[config.mk]
export PLATFORM = sky130hd
export DESIGN_NAME = wsf_port
export DESIGN_NICKNAME = d
export VERILOG_FILES = /design/src/wsf_pkg.sv /design/src/wsf_crc.sv /design/src/wsf_port.sv
export SDC_FILE = /design/constraint.sdc
export NUM_CORES = 1
export LEC_CHECK = 0
export BUFFER_PORTS_ARGS = -buffer_cell sky130_fd_sc_hd__buf_4
export CAP_MARGIN = 20
export CELL_PAD_IN_SITES_DETAIL_PLACEMENT = 1
export CELL_PAD_IN_SITES_GLOBAL_PLACEMENT = 2
export CORE_AREA = 3 3 193 195
export DETAILED_ROUTE_END_ITERATION = 10
export DIE_AREA = 0 0 196 198
export PLACE_DENSITY_LB_ADDON = 0.05
export RECOVER_POWER = 25
export SLEW_MARGIN = 20
export SYNTH_ARGS = -nofsm -noshare
export SYNTH_HDL_FRONTEND = slang
export SYNTH_SLANG_ARGS = --single-unit
[constraint.sdc]
create_clock -name mclk -period 3.8 [get_ports mclk]
set_input_delay 0.19 -clock mclk [delete_from_list [all_inputs] [get_ports mclk]]
set_output_delay 0.19 -clock mclk [all_outputs]
set_load 0.005 [all_outputs]
[src/wsf_pkg.sv]
package wsf_pkg;
  localparam int unsigned BYTE_BITS = 8;
  localparam logic [7:0] HDLC_FLAG = 8'h7e;
  localparam logic [2:0] STUFF_RUN = 3'h5;
  localparam int unsigned CRC_W = 16;
  localparam logic [15:0] CRC_POLY = 16'h1021;
  localparam logic [15:0] CRC_INIT = 16'hffff;
  localparam int unsigned SCR_LEN = 7;
  localparam int unsigned SCR_TAP_A = 3;
  localparam int unsigned SCR_TAP_B = 6;
  localparam logic [6:0] SCR_INIT = 7'h7f;
  localparam real MCLK_MHZ = 100.0;
  localparam real TX_CLK_MHZ = 125.0;

  typedef struct packed {
    logic [7:0] data;
    logic last;
  } wsf_beat_t;

  typedef enum {
    WSF_IDLE,
    WSF_OPEN,
    WSF_DATA,
    WSF_CRC_HI,
    WSF_CRC_LO,
    WSF_CLOSE
  } wsf_unit_t;
endpackage : wsf_pkg

[src/wsf_crc.sv]
`timescale 1ns/1ps
module wsf_crc
  import wsf_pkg::*;
#(
  parameter int unsigned DW = 8
) (
  input wire logic [CRC_W-1:0] crc_in,
  input wire logic [DW-1:0] data,
  output logic [CRC_W-1:0] crc_out
);
  // Bits are folded in least significant first, matching the wire order.
  always_comb begin
    logic fb;
    fb = 1'b0;
    crc_out = crc_in;
    for (int i = 0; i < DW; i++) begin
      fb = crc_out[CRC_W-1] ^ data[i];
      crc_out = {crc_out[CRC_W-2:0], 1'b0} ^ (fb ? CRC_POLY : '0);
    end
  end
endmodule : wsf_crc

[src/wsf_port.sv]
`timescale 1ns/1ps
module wsf_port
  import wsf_pkg::*;
#(
  parameter int unsigned DW = 8,
  parameter int unsigned RX_DEPTH = 16,
  parameter int unsigned RX_MARGIN = 4,
  parameter int unsigned TX_DIV = 1
) (
  input wire logic mclk,
  input wire logic rst,
  input wire wsf_beat_t tx_beat,
  input wire logic tx_valid,
  output logic tx_ready,
  output logic [DW-1:0] rx_word,
  output logic rx_valid,
  input wire logic rx_ready,
  input wire logic link_rx_sample_clock,
  input wire logic link_rx_word_qualifier,
  input wire logic [DW-1:0] link_rx_word,
  output logic link_rx_accept_ready,
  output logic link_tx_launch_clock,
  output logic link_tx_word_qualifier,
  output logic [DW-1:0] link_tx_word,
  input wire logic link_tx_send_permit
);
  localparam bit SER = (DW == 1);
  localparam int unsigned AW = $clog2(RX_DEPTH);
  localparam logic [3:0] DW_STEP = 4'(DW);
  localparam logic [3:0] UNIT_BITS = 4'(BYTE_BITS);
  localparam logic [7:0] DIV_LAST = 8'(TX_DIV - 1);
  localparam logic [AW:0] RX_LIMIT = (AW+1)'(RX_DEPTH - RX_MARGIN);

  initial begin
    if (DW != 1 && DW != 8) $error("DW must be 1 or 8");
    if (RX_DEPTH < 2 || (1 << AW) != RX_DEPTH) $error("RX_DEPTH must be a power of two");
    if (RX_MARGIN >= RX_DEPTH) $error("RX_MARGIN must be below RX_DEPTH");
    if (TX_DIV < 1 || TX_DIV > 256) $error("TX_DIV out of range");
  end

  // Pin synchronisers; the first stage feeds only the second.
  logic rxc_s1_ff, rxc_s2_ff, rxc_s3_ff, rxq_s1_ff, rxq_s2_ff, prm_s1_ff, prm_s2_ff;
  logic [DW-1:0] rxd_s1_ff, rxd_s2_ff;
  always_ff @(posedge mclk or posedge rst) begin
    if (rst) begin
      rxc_s1_ff <= 1'b0;
      rxc_s2_ff <= 1'b0;
      rxc_s3_ff <= 1'b0;
      rxq_s1_ff <= 1'b0;
      rxq_s2_ff <= 1'b0;
      rxd_s1_ff <= '0;
      rxd_s2_ff <= '0;
      prm_s1_ff <= 1'b0;
      prm_s2_ff <= 1'b0;
    end else begin
      rxc_s1_ff <= link_rx_sample_clock;
      rxc_s2_ff <= rxc_s1_ff;
      rxc_s3_ff <= rxc_s2_ff;
      rxq_s1_ff <= link_rx_word_qualifier;
      rxq_s2_ff <= rxq_s1_ff;
      rxd_s1_ff <= link_rx_word;
      rxd_s2_ff <= rxd_s1_ff;
      prm_s1_ff <= link_tx_send_permit;
      prm_s2_ff <= prm_s1_ff;
    end
  end

  // Receive elastic buffer. The margin absorbs words already in flight through
  // the synchronisers when clear-to-send drops.
  logic [DW-1:0] rx_mem [RX_DEPTH];
  logic [AW-1:0] rx_wp_ff, rx_rp_ff;
  logic [AW:0] rx_cnt_ff;
  logic rx_push, rx_pop;
  assign rx_push = rxc_s2_ff && !rxc_s3_ff && rxq_s2_ff && (rx_cnt_ff != (AW+1)'(RX_DEPTH));
  assign rx_pop = (rx_cnt_ff != '0) && (!rx_valid || rx_ready);

  always_ff @(posedge mclk) begin
    if (rx_push) begin
      rx_mem[rx_wp_ff] <= rxd_s2_ff;
    end
  end

  always_ff @(posedge mclk or posedge rst) begin
    if (rst) begin
      rx_wp_ff <= '0;
      rx_rp_ff <= '0;
      rx_cnt_ff <= '0;
      link_rx_accept_ready <= 1'b0;
    end else begin
      if (rx_push) rx_wp_ff <= rx_wp_ff + 1'b1;
      if (rx_pop) rx_rp_ff <= rx_rp_ff + 1'b1;
      rx_cnt_ff <= rx_cnt_ff + (AW+1)'(rx_push) - (AW+1)'(rx_pop);
      link_rx_accept_ready <= (rx_cnt_ff + (AW+1)'(rx_push)) < RX_LIMIT;
    end
  end

  always_ff @(posedge mclk or posedge rst) begin
    if (rst) begin
      rx_valid <= 1'b0;
      rx_word <= '0;
    end else if (rx_pop) begin
      rx_valid <= 1'b1;
      rx_word <= rx_mem[rx_rp_ff];
    end else if (rx_ready) begin
      rx_valid <= 1'b0;
    end
  end

  // Transmit clock divider. Data is launched as the clock falls so that the
  // far end sees it stable at the following rising edge.
  logic [7:0] div_ff;
  logic launch_en;
  assign launch_en = (div_ff == DIV_LAST) && link_tx_launch_clock;
  always_ff @(posedge mclk or posedge rst) begin
    if (rst) begin
      div_ff <= '0;
      link_tx_launch_clock <= 1'b0;
    end else if (div_ff == DIV_LAST) begin
      div_ff <= '0;
      link_tx_launch_clock <= !link_tx_launch_clock;
    end else begin
      div_ff <= div_ff + 8'h01;
    end
  end

  // Input holding register towards the framer.
  wsf_beat_t hold_ff;
  logic hold_full_ff, take_hold;
  always_ff @(posedge mclk or posedge rst) begin
    if (rst) begin
      hold_ff <= '0;
      hold_full_ff <= 1'b0;
      tx_ready <= 1'b0;
    end else begin
      if (tx_valid && tx_ready) begin
        hold_ff <= tx_beat;
        hold_full_ff <= 1'b1;
        tx_ready <= 1'b0;
      end else if (take_hold) begin
        hold_full_ff <= 1'b0;
        tx_ready <= 1'b1;
      end else begin
        tx_ready <= !hold_full_ff;
      end
    end
  end

  // Framer: one unit (flag, data byte or CRC byte) shifted out DW bits per launch.
  wsf_unit_t st_ff, nxt_st;
  logic [7:0] sh_ff, nxt_sh;
  logic [3:0] bit_ff;
  logic [2:0] ones_ff;
  logic unit_vld_ff, nxt_vld, last_ff, nxt_last;
  logic [CRC_W-1:0] crc_ff, crc_upd;
  logic [SCR_LEN-1:0] scr_ff;
  logic act, need_stuff, unit_done, do_load, emit;
  logic [DW-1:0] emit_bits, out_word;
  logic scr_bit;

  assign act = launch_en && prm_s2_ff;
  assign need_stuff = SER && unit_vld_ff && (ones_ff == STUFF_RUN);
  assign emit = act && unit_vld_ff;
  assign unit_done = emit && !need_stuff && (bit_ff + DW_STEP == UNIT_BITS);
  assign do_load = act && (!unit_vld_ff || unit_done);
  assign emit_bits = need_stuff ? '0 : sh_ff[DW-1:0];
  assign scr_bit = emit_bits[0] ^ scr_ff[SCR_TAP_A] ^ scr_ff[SCR_TAP_B];

  wsf_crc #(.DW(DW)) u_crc (
    .crc_in(crc_ff),
    .data(emit_bits),
    .crc_out(crc_upd)
  );

  always_comb begin
    out_word = emit_bits;
    if (SER) out_word[0] = scr_bit;
  end

  // A mid-frame underrun stalls with the qualifier low; in serial mode the
  // far end sees this as a gap, so the source should keep the holding register fed.
  always_comb begin
    nxt_st = st_ff;
    nxt_sh = sh_ff;
    nxt_vld = 1'b0;
    nxt_last = last_ff;
    take_hold = 1'b0;
    case (st_ff)
      WSF_IDLE: begin
        if (hold_full_ff && SER) begin
          nxt_st = WSF_OPEN;
          nxt_sh = HDLC_FLAG;
          nxt_vld = 1'b1;
        end else if (hold_full_ff) begin
          nxt_st = WSF_DATA;
          {nxt_sh, nxt_last} = hold_ff;
          nxt_vld = 1'b1;
          take_hold = do_load;
        end
      end
      WSF_OPEN, WSF_DATA: begin
        if (st_ff == WSF_DATA && last_ff) begin
          nxt_st = WSF_CRC_HI;
          nxt_sh = crc_upd[15:8];
          nxt_vld = 1'b1;
        end else if (hold_full_ff) begin
          nxt_st = WSF_DATA;
          {nxt_sh, nxt_last} = hold_ff;
          nxt_vld = 1'b1;
          take_hold = do_load;
        end
      end
      WSF_CRC_HI: begin
        nxt_st = WSF_CRC_LO;
        nxt_sh = crc_ff[7:0];
        nxt_vld = 1'b1;
      end
      WSF_CRC_LO: begin
        nxt_st = SER ? WSF_CLOSE : WSF_IDLE;
        nxt_sh = HDLC_FLAG;
        nxt_vld = SER;
      end
      WSF_CLOSE: begin
        nxt_st = WSF_IDLE;
      end
      default: begin
        nxt_st = WSF_IDLE;
      end
    endcase
  end

  always_ff @(posedge mclk or posedge rst) begin
    if (rst) begin
      st_ff <= WSF_IDLE;
      sh_ff <= '0;
      bit_ff <= '0;
      unit_vld_ff <= 1'b0;
      last_ff <= 1'b0;
    end else if (do_load) begin
      st_ff <= nxt_st;
      sh_ff <= nxt_sh;
      bit_ff <= '0;
      unit_vld_ff <= nxt_vld;
      last_ff <= nxt_last;
    end else if (emit && !need_stuff) begin
      sh_ff <= 8'(sh_ff >> DW);
      bit_ff <= bit_ff + DW_STEP;
    end
  end

  always_ff @(posedge mclk or posedge rst) begin
    if (rst) begin
      crc_ff <= CRC_INIT;
      ones_ff <= '0;
      scr_ff <= SCR_INIT;
    end else begin
      if (act && st_ff == WSF_IDLE) begin
        crc_ff <= CRC_INIT;
      end else if (emit && !need_stuff && st_ff == WSF_DATA) begin
        crc_ff <= crc_upd;
      end
      if (emit && SER) begin
        scr_ff <= {scr_ff[SCR_LEN-2:0], scr_bit};
        if (need_stuff || st_ff == WSF_OPEN || st_ff == WSF_CLOSE || !emit_bits[0]) begin
          ones_ff <= '0;
        end else begin
          ones_ff <= ones_ff + 3'h1;
        end
      end
    end
  end

  // One word per launch at full rate gives the documented throughput ceiling.
  always_ff @(posedge mclk or posedge rst) begin
    if (rst) begin
      link_tx_word_qualifier <= 1'b0;
      link_tx_word <= '0;
    end else if (launch_en) begin
      link_tx_word_qualifier <= emit;
      if (emit) link_tx_word <= out_word;
    end
  end
endmodule : wsf_port

# After elaboration in Yosys (flattened, before gate mapping)
# Memories as Yosys holds them, arrays and structs flattened. A register that Yosys moved wholly into a read port is not among the register bits.
# Index checks and enable logic that the tools add are counted.
# totals
ff_bits	129
ram_bits	128
input_bits	24
output_inout_bits	21
elab_cells	132
n_memories	1
# memory_table
memory	depth	width	rd	rd_ports_with_merged_regs	write_ports	line	text
rx_mem	16	8	1	1	1	wsf_port.sv:70	logic [DW-1:0] rx_mem [RX_DEPTH];
# classes
n_addsub	6
magnitude_cmp	1
eq_ne	9
mux	38
bitwise	16
reduce_logical	33
# op_table
op	count
16-bit bitwise XOR	8
13-bit 2-to-1 mux	8
32-bit case mux with 3 select lines	1
32-bit by 2-bit equality test with 1-bit output (second input constant)	2
32-bit by 3-bit equality test with 1-bit output (second input constant)	2
32-bit logical NOT	2
32-bit 2-to-1 mux	2
8-bit 2-to-1 mux	5
32-bit by 1-bit equality test with 1-bit output (second input constant)	1
16-bit 2-to-1 mux	2
8-bit case mux with 4 select lines	1
1-bit 2-to-1 mux	14
1-bit logical AND	13
2-bit nonzero test	5
4-bit by 1-bit adder with 4-bit output (second input constant)	2
8-bit by 1-bit adder with 8-bit output (second input constant)	1
8-bit logical NOT	1
4-bit 2-to-1 mux	2
1-bit bitwise XOR	8
5-bit by 1-bit adder with 5-bit output	1
1-bit logical NOT	5
5-bit by 4-bit less-than comparator with 1-bit output (second input constant)	1
5-bit by 1-bit inequality test with 1-bit output (second input constant)	1
5-bit inequality test (second input constant)	1
11 further kinds	14

# Depth between registers and ports, before layout
# logic_depth
depth_word	27
mapped_depth	11
depth_no_buf	10

# By module
# From an unflattened synthesis, not the netlist that was laid out.
# hier_totals
hier_cells	646
hier_area_um2	10791.6
# modules_own_cells
mod	instances	cells_per_inst	area_per_inst_um2	seq_area_each_um2
wsf_port	1	621	10403.7	7216.9
wsf_crc	1	25	387.9	0.0

# Worst setup path after synthesis
# No wires, ideal clock.
# synth_path
path_type	reg-to-reg
from	register rx_cnt_ff[2]
to	memory rx_mem[3][0] (enable)
setup_ps	383
arrival_ps	2186
slack_ps	1231
stages_incl_launch_ff	7
n_path_buf	1
path_cell_list	dfrtp_1 > clkbuf_1 > or4_1 > nor2_1 > nor3_1 > nand2_1 > nor3_1
# synth_via
elab_chain_cells	4
# synth_rtl
element	line	text
start: declaration	wsf_port.sv:72	logic [AW:0] rx_cnt_ff;
start signal: assignment	wsf_port.sv:92	rx_cnt_ff <= rx_cnt_ff + (AW+1)'(rx_push) - (AW+1)'(rx_pop);
5-bit inequality test	wsf_port.sv:74	assign rx_push = rxc_s2_ff && !rxc_s3_ff && rxq_s2_ff && (rx_cnt_ff != (AW+1)'(RX_DEPTH));
1-bit logical AND	wsf_port.sv:74	
named net rx_push	wsf_port.sv:73	logic rx_push, rx_pop;
1-bit 2-to-1 mux	wsf_port.sv:78	if (rx_push) begin
1-bit 2-to-1 mux (not written as such)	wsf_port.sv:79	rx_mem[rx_wp_ff] <= rxd_s2_ff;
end: declaration	wsf_port.sv:70	
# The timed path passes the listed nets, and every way through them passes these cells.

# Final worst setup path
# layout_path
from	register st_ff[21]
to	register crc_ff[4]
# layout_via
elab_chain_cells	3
word_cells_on_any_way	6
cone_classes	eq/ne (1); mux (1); reduce/logical (4)
# layout_rtl
element	line	text
start: declaration	wsf_port.sv:149	wsf_unit_t st_ff, nxt_st;
start signal: assignment	wsf_port.sv:239	st_ff <= nxt_st;
32-bit by 3-bit equality test with 1-bit output or 32-bit logical NOT (tied branches)	wsf_port.sv:258, wsf_port.sv:256	
1-bit logical AND, on equally long branches	wsf_port.sv:258, wsf_port.sv:256	
2-bit nonzero test (no line) or 16-bit 2-to-1 mux (tied branches)	--	
end signal: assignment	wsf_port.sv:259	crc_ff <= crc_upd;
end: declaration	wsf_port.sv:154	logic [CRC_W-1:0] crc_ff, crc_upd;
# Parallel ways exist; a longest one is shown, timed or not.
# A chain may end at the register's enable or synchronous reset.

==> reports/summary.txt <==
Post-CTS setup buffer count: 0
Crit-path max cell delay: 0.85 ns
Cell area after synthesis: 0.01061 mm^2
Post-synth ARST share: 0.5115
Seq/Total Area, Yosys: 0.6803
Post-synth top area share: 0.3623
Clock edge transition at the registers on the reported setup and hold paths: 0.06 ns
Vias in the first global route: 6588
Area leader, netlist: edfxtp_1
Die X-Extent: 196 um
Worst reg2reg path startpoint: st_ff[21]
Avg Synthesized Cell Area: 15.24 um^2
Crit path cell chain: nor4_1 -> nand4_1 -> or2_1 -> or4_1 -> o211ai_1
FF-to-FF End: crc_ff[4]
Worst skew pair latency: 0.54 ns
Slack of the worst reg-to-reg path: 0.96 ns
Die ar.: 0.03881 mm^2
YS warnings: 0
Worst EP required: 4.26 ns
Post-DP HPWL: 16.14 mm
RSZ-0062 raised after global routing: no
Drt wl/cell: 18.48 um
Setup_tns: 0 ns
Row count: 69
Remaining antenna violation count: 0
Cts bufs inserted: 31
CP arrival: 3.30 ns
CP Class: flip-flop to flip-flop
Syn Nets: 731
Clock tree buffer depth: 3
Worst hold path startpoint: link_tx_send_permit
Power Density: 741.7 mW/mm^2
Vias per inst: 4.636
Core area: 0.03557 mm^2
CTS tree: built
Grt total ovfl: 0
Routed Wire Length: 23.38 mm
Synth top area cells: edfxtp_1, dfrtp_1, mux4_2
Final #Nets: 815
Count of final hold-check violations: 0
CTS H-tree lvls: 1
Vias: 5865
Status: complete, but fails checks
Final Setup Violations: 0
Fin crit period: 2.844 ns
Pre-CTS WS: 0.8667 ns
Clk_skew: 0.01109 ns
Synth cell types: 53
DRC: 0
Worst Hold Depth: 2
Failing checks: max-capacitance violations, max-slew violations
Worst vdd ir: 0.3533 mV
Commonest cells post-synth: edfxtp_1, dfrtp_1, nand2_1
Leak: 4.883 nW
Worst Max-Slew Pin Slew: 1.856 ns
Die span in y: 198 um
Fmax: 351.6 MHz
Largest net degree at the start of global routing: 85
Area grow syn2layout: 20.23%
Clk sinks: 262
Inserted Diodes: 0
Total global-route track usage: 0.1243
Layout cell share with drive strength beyond 1: 0.2413
Cells on worst reg2reg path: 5
Top-count cell post-synth: edfxtp_1
DRT iter0 DRCs: 219
Io pins: 45
Critical Path Sink Type: flip-flop
Syn Inst Count: 696
Initial Utilization: 0.2982
RePlAce Congestion: 0.7516
Root Buffer: clkbuf_16
Final Max Slew Viols: 85
Number of port buffers: 44
#FFs+latches synth: 262
Hold Path End: prm_s1_ff
Crit-path slowest cell: or4_1
Final setup margin: 0.9557 ns
Slew margin rel.: -0.2374
Top_reg_cell synth: edfxtp_1
DR pass1 iterations: 4
Crit path max fanout: 16
Post-synth EDFFs: 128
Initial antenna violation count: 0
Worst setup SP type: flip-flop
Global-route wire length before repair: 38.20 mm
Worst min-delay path class: input pin to flip-flop
Tcrit/Tclk final: 0.7485
Max cap viols: 1
==> critical path: cells and delay by family, from the launching register on <==
kind,cells,cell delay [ns]
AO/OA/AOI/OAI,1,0.23
flip-flops,1,0.38
AND/OR/NAND/NOR,4,2.13
==> cells in the final DEF, fill, tap and decap left out, drive strengths merged, types with 5 or more instances in the layout <==
master	netlist	routed
and2	33	33
dfstp	16	16
xnor2	31	31
nor3	12	12
clkinv	0	9
nand3	11	11
xor2	10	10
nand2	70	70
o211ai	6	6
dfrtp	118	118
buf	14	46
ha	11	11
nor2	28	28
mux4	40	40
nand2b	5	5
dlygate4sd3	0	23
mux2	25	25
inv	15	14
nand4	8	8
clkbuf	16	54
a21oi	13	13
o21ai	30	30
edfxtp	128	128
nor4	9	9
==> logic make-up after synthesis <==
kind of cell	Yosys count	synth area share
AOI/OAI and AO/OA	72	0.04293
adders and majority gates	11	0.01297
and+or+nand+nor	195	0.09342
xor gates and xnor gates	42	0.03739
buffers and inverters	45	0.01769
muxes	69	0.1152
DFF	262	0.6803
==> worst max-delay path by stage <==
stage	endpoint	depth (start not counted)	slack [ns]	start
floorplan	bit_ff[3]	1	0.05	rst
global placement	crc_ff[4]	5	0.99	st_ff[21]
detailed placement	crc_ff[4]	5	0.87	st_ff[21]
CTS	crc_ff[4]	5	0.85	st_ff[21]
global route	crc_ff[4]	5	0.73	st_ff[21]
finish	crc_ff[4]	5	0.96	st_ff[21]
==> stage by stage <==
step | instances | total power, mW | cell area [um^2] | utilization | hold WS [ns]
3_5_place_dp | 1185 | 6.682 | 11520 | 0.3238 | 0.3004
6_report | 1265 | 9.460 | 12750 | 0.3586 | 0.3099
4_1_cts | 1265 | 9.695 | 12760 | 0.3587 | 0.2622
3_3_place_gp | 1185 | 6.612 | 11520 | 0.3238 | 0.2995
2_1_floorplan | 696 | 5.774 | 10610 | - | 0.2214
5_1_grt | 1265 | 10.12 | 12750 | 0.3586 | 0.2941
==> registers in the layout, indices dropped and copies added, names as in the netlist, 8 cells and up <==
name,flops
st_ff,32
rxd_s1_ff,8
link_tx_word,8
emit_bits,8
div_ff,8
hold_ff,9
rxd_s2_ff,8
crc_ff,16
rx_mem,128
rx_word,8
==> timing repair <==
action                                 4_1_cts  5_1_grt
endpoints found under the hold margin      102        0
gates resized for setup                      0        0
hold buffers                                23        0
==> layout make-up <==
type	instances	area [um^2]
inverters	15	60.06
flip-flops and latches	262	7218
well taps	461	576.8
clock inverters	15	175.2
clock buffers	42	837.1
multi-input cells	389	3212
fillers	3666	22820
repair buffers	81	674.4
==> report_power, final <==
group,internal [mW],switching [mW]
Sequential,3.42,0.503
Clock,1.80,1.11
Combinational,1.37,1.25
==> metal layers <==
metal,global-route usage,share of wire
met1,0.1552,0.43
met2,0.2251,0.52
met3,0.02025,0.035
met4,0.03169,0.020
met5,0,0
Power figures use the tool's default switching activity.
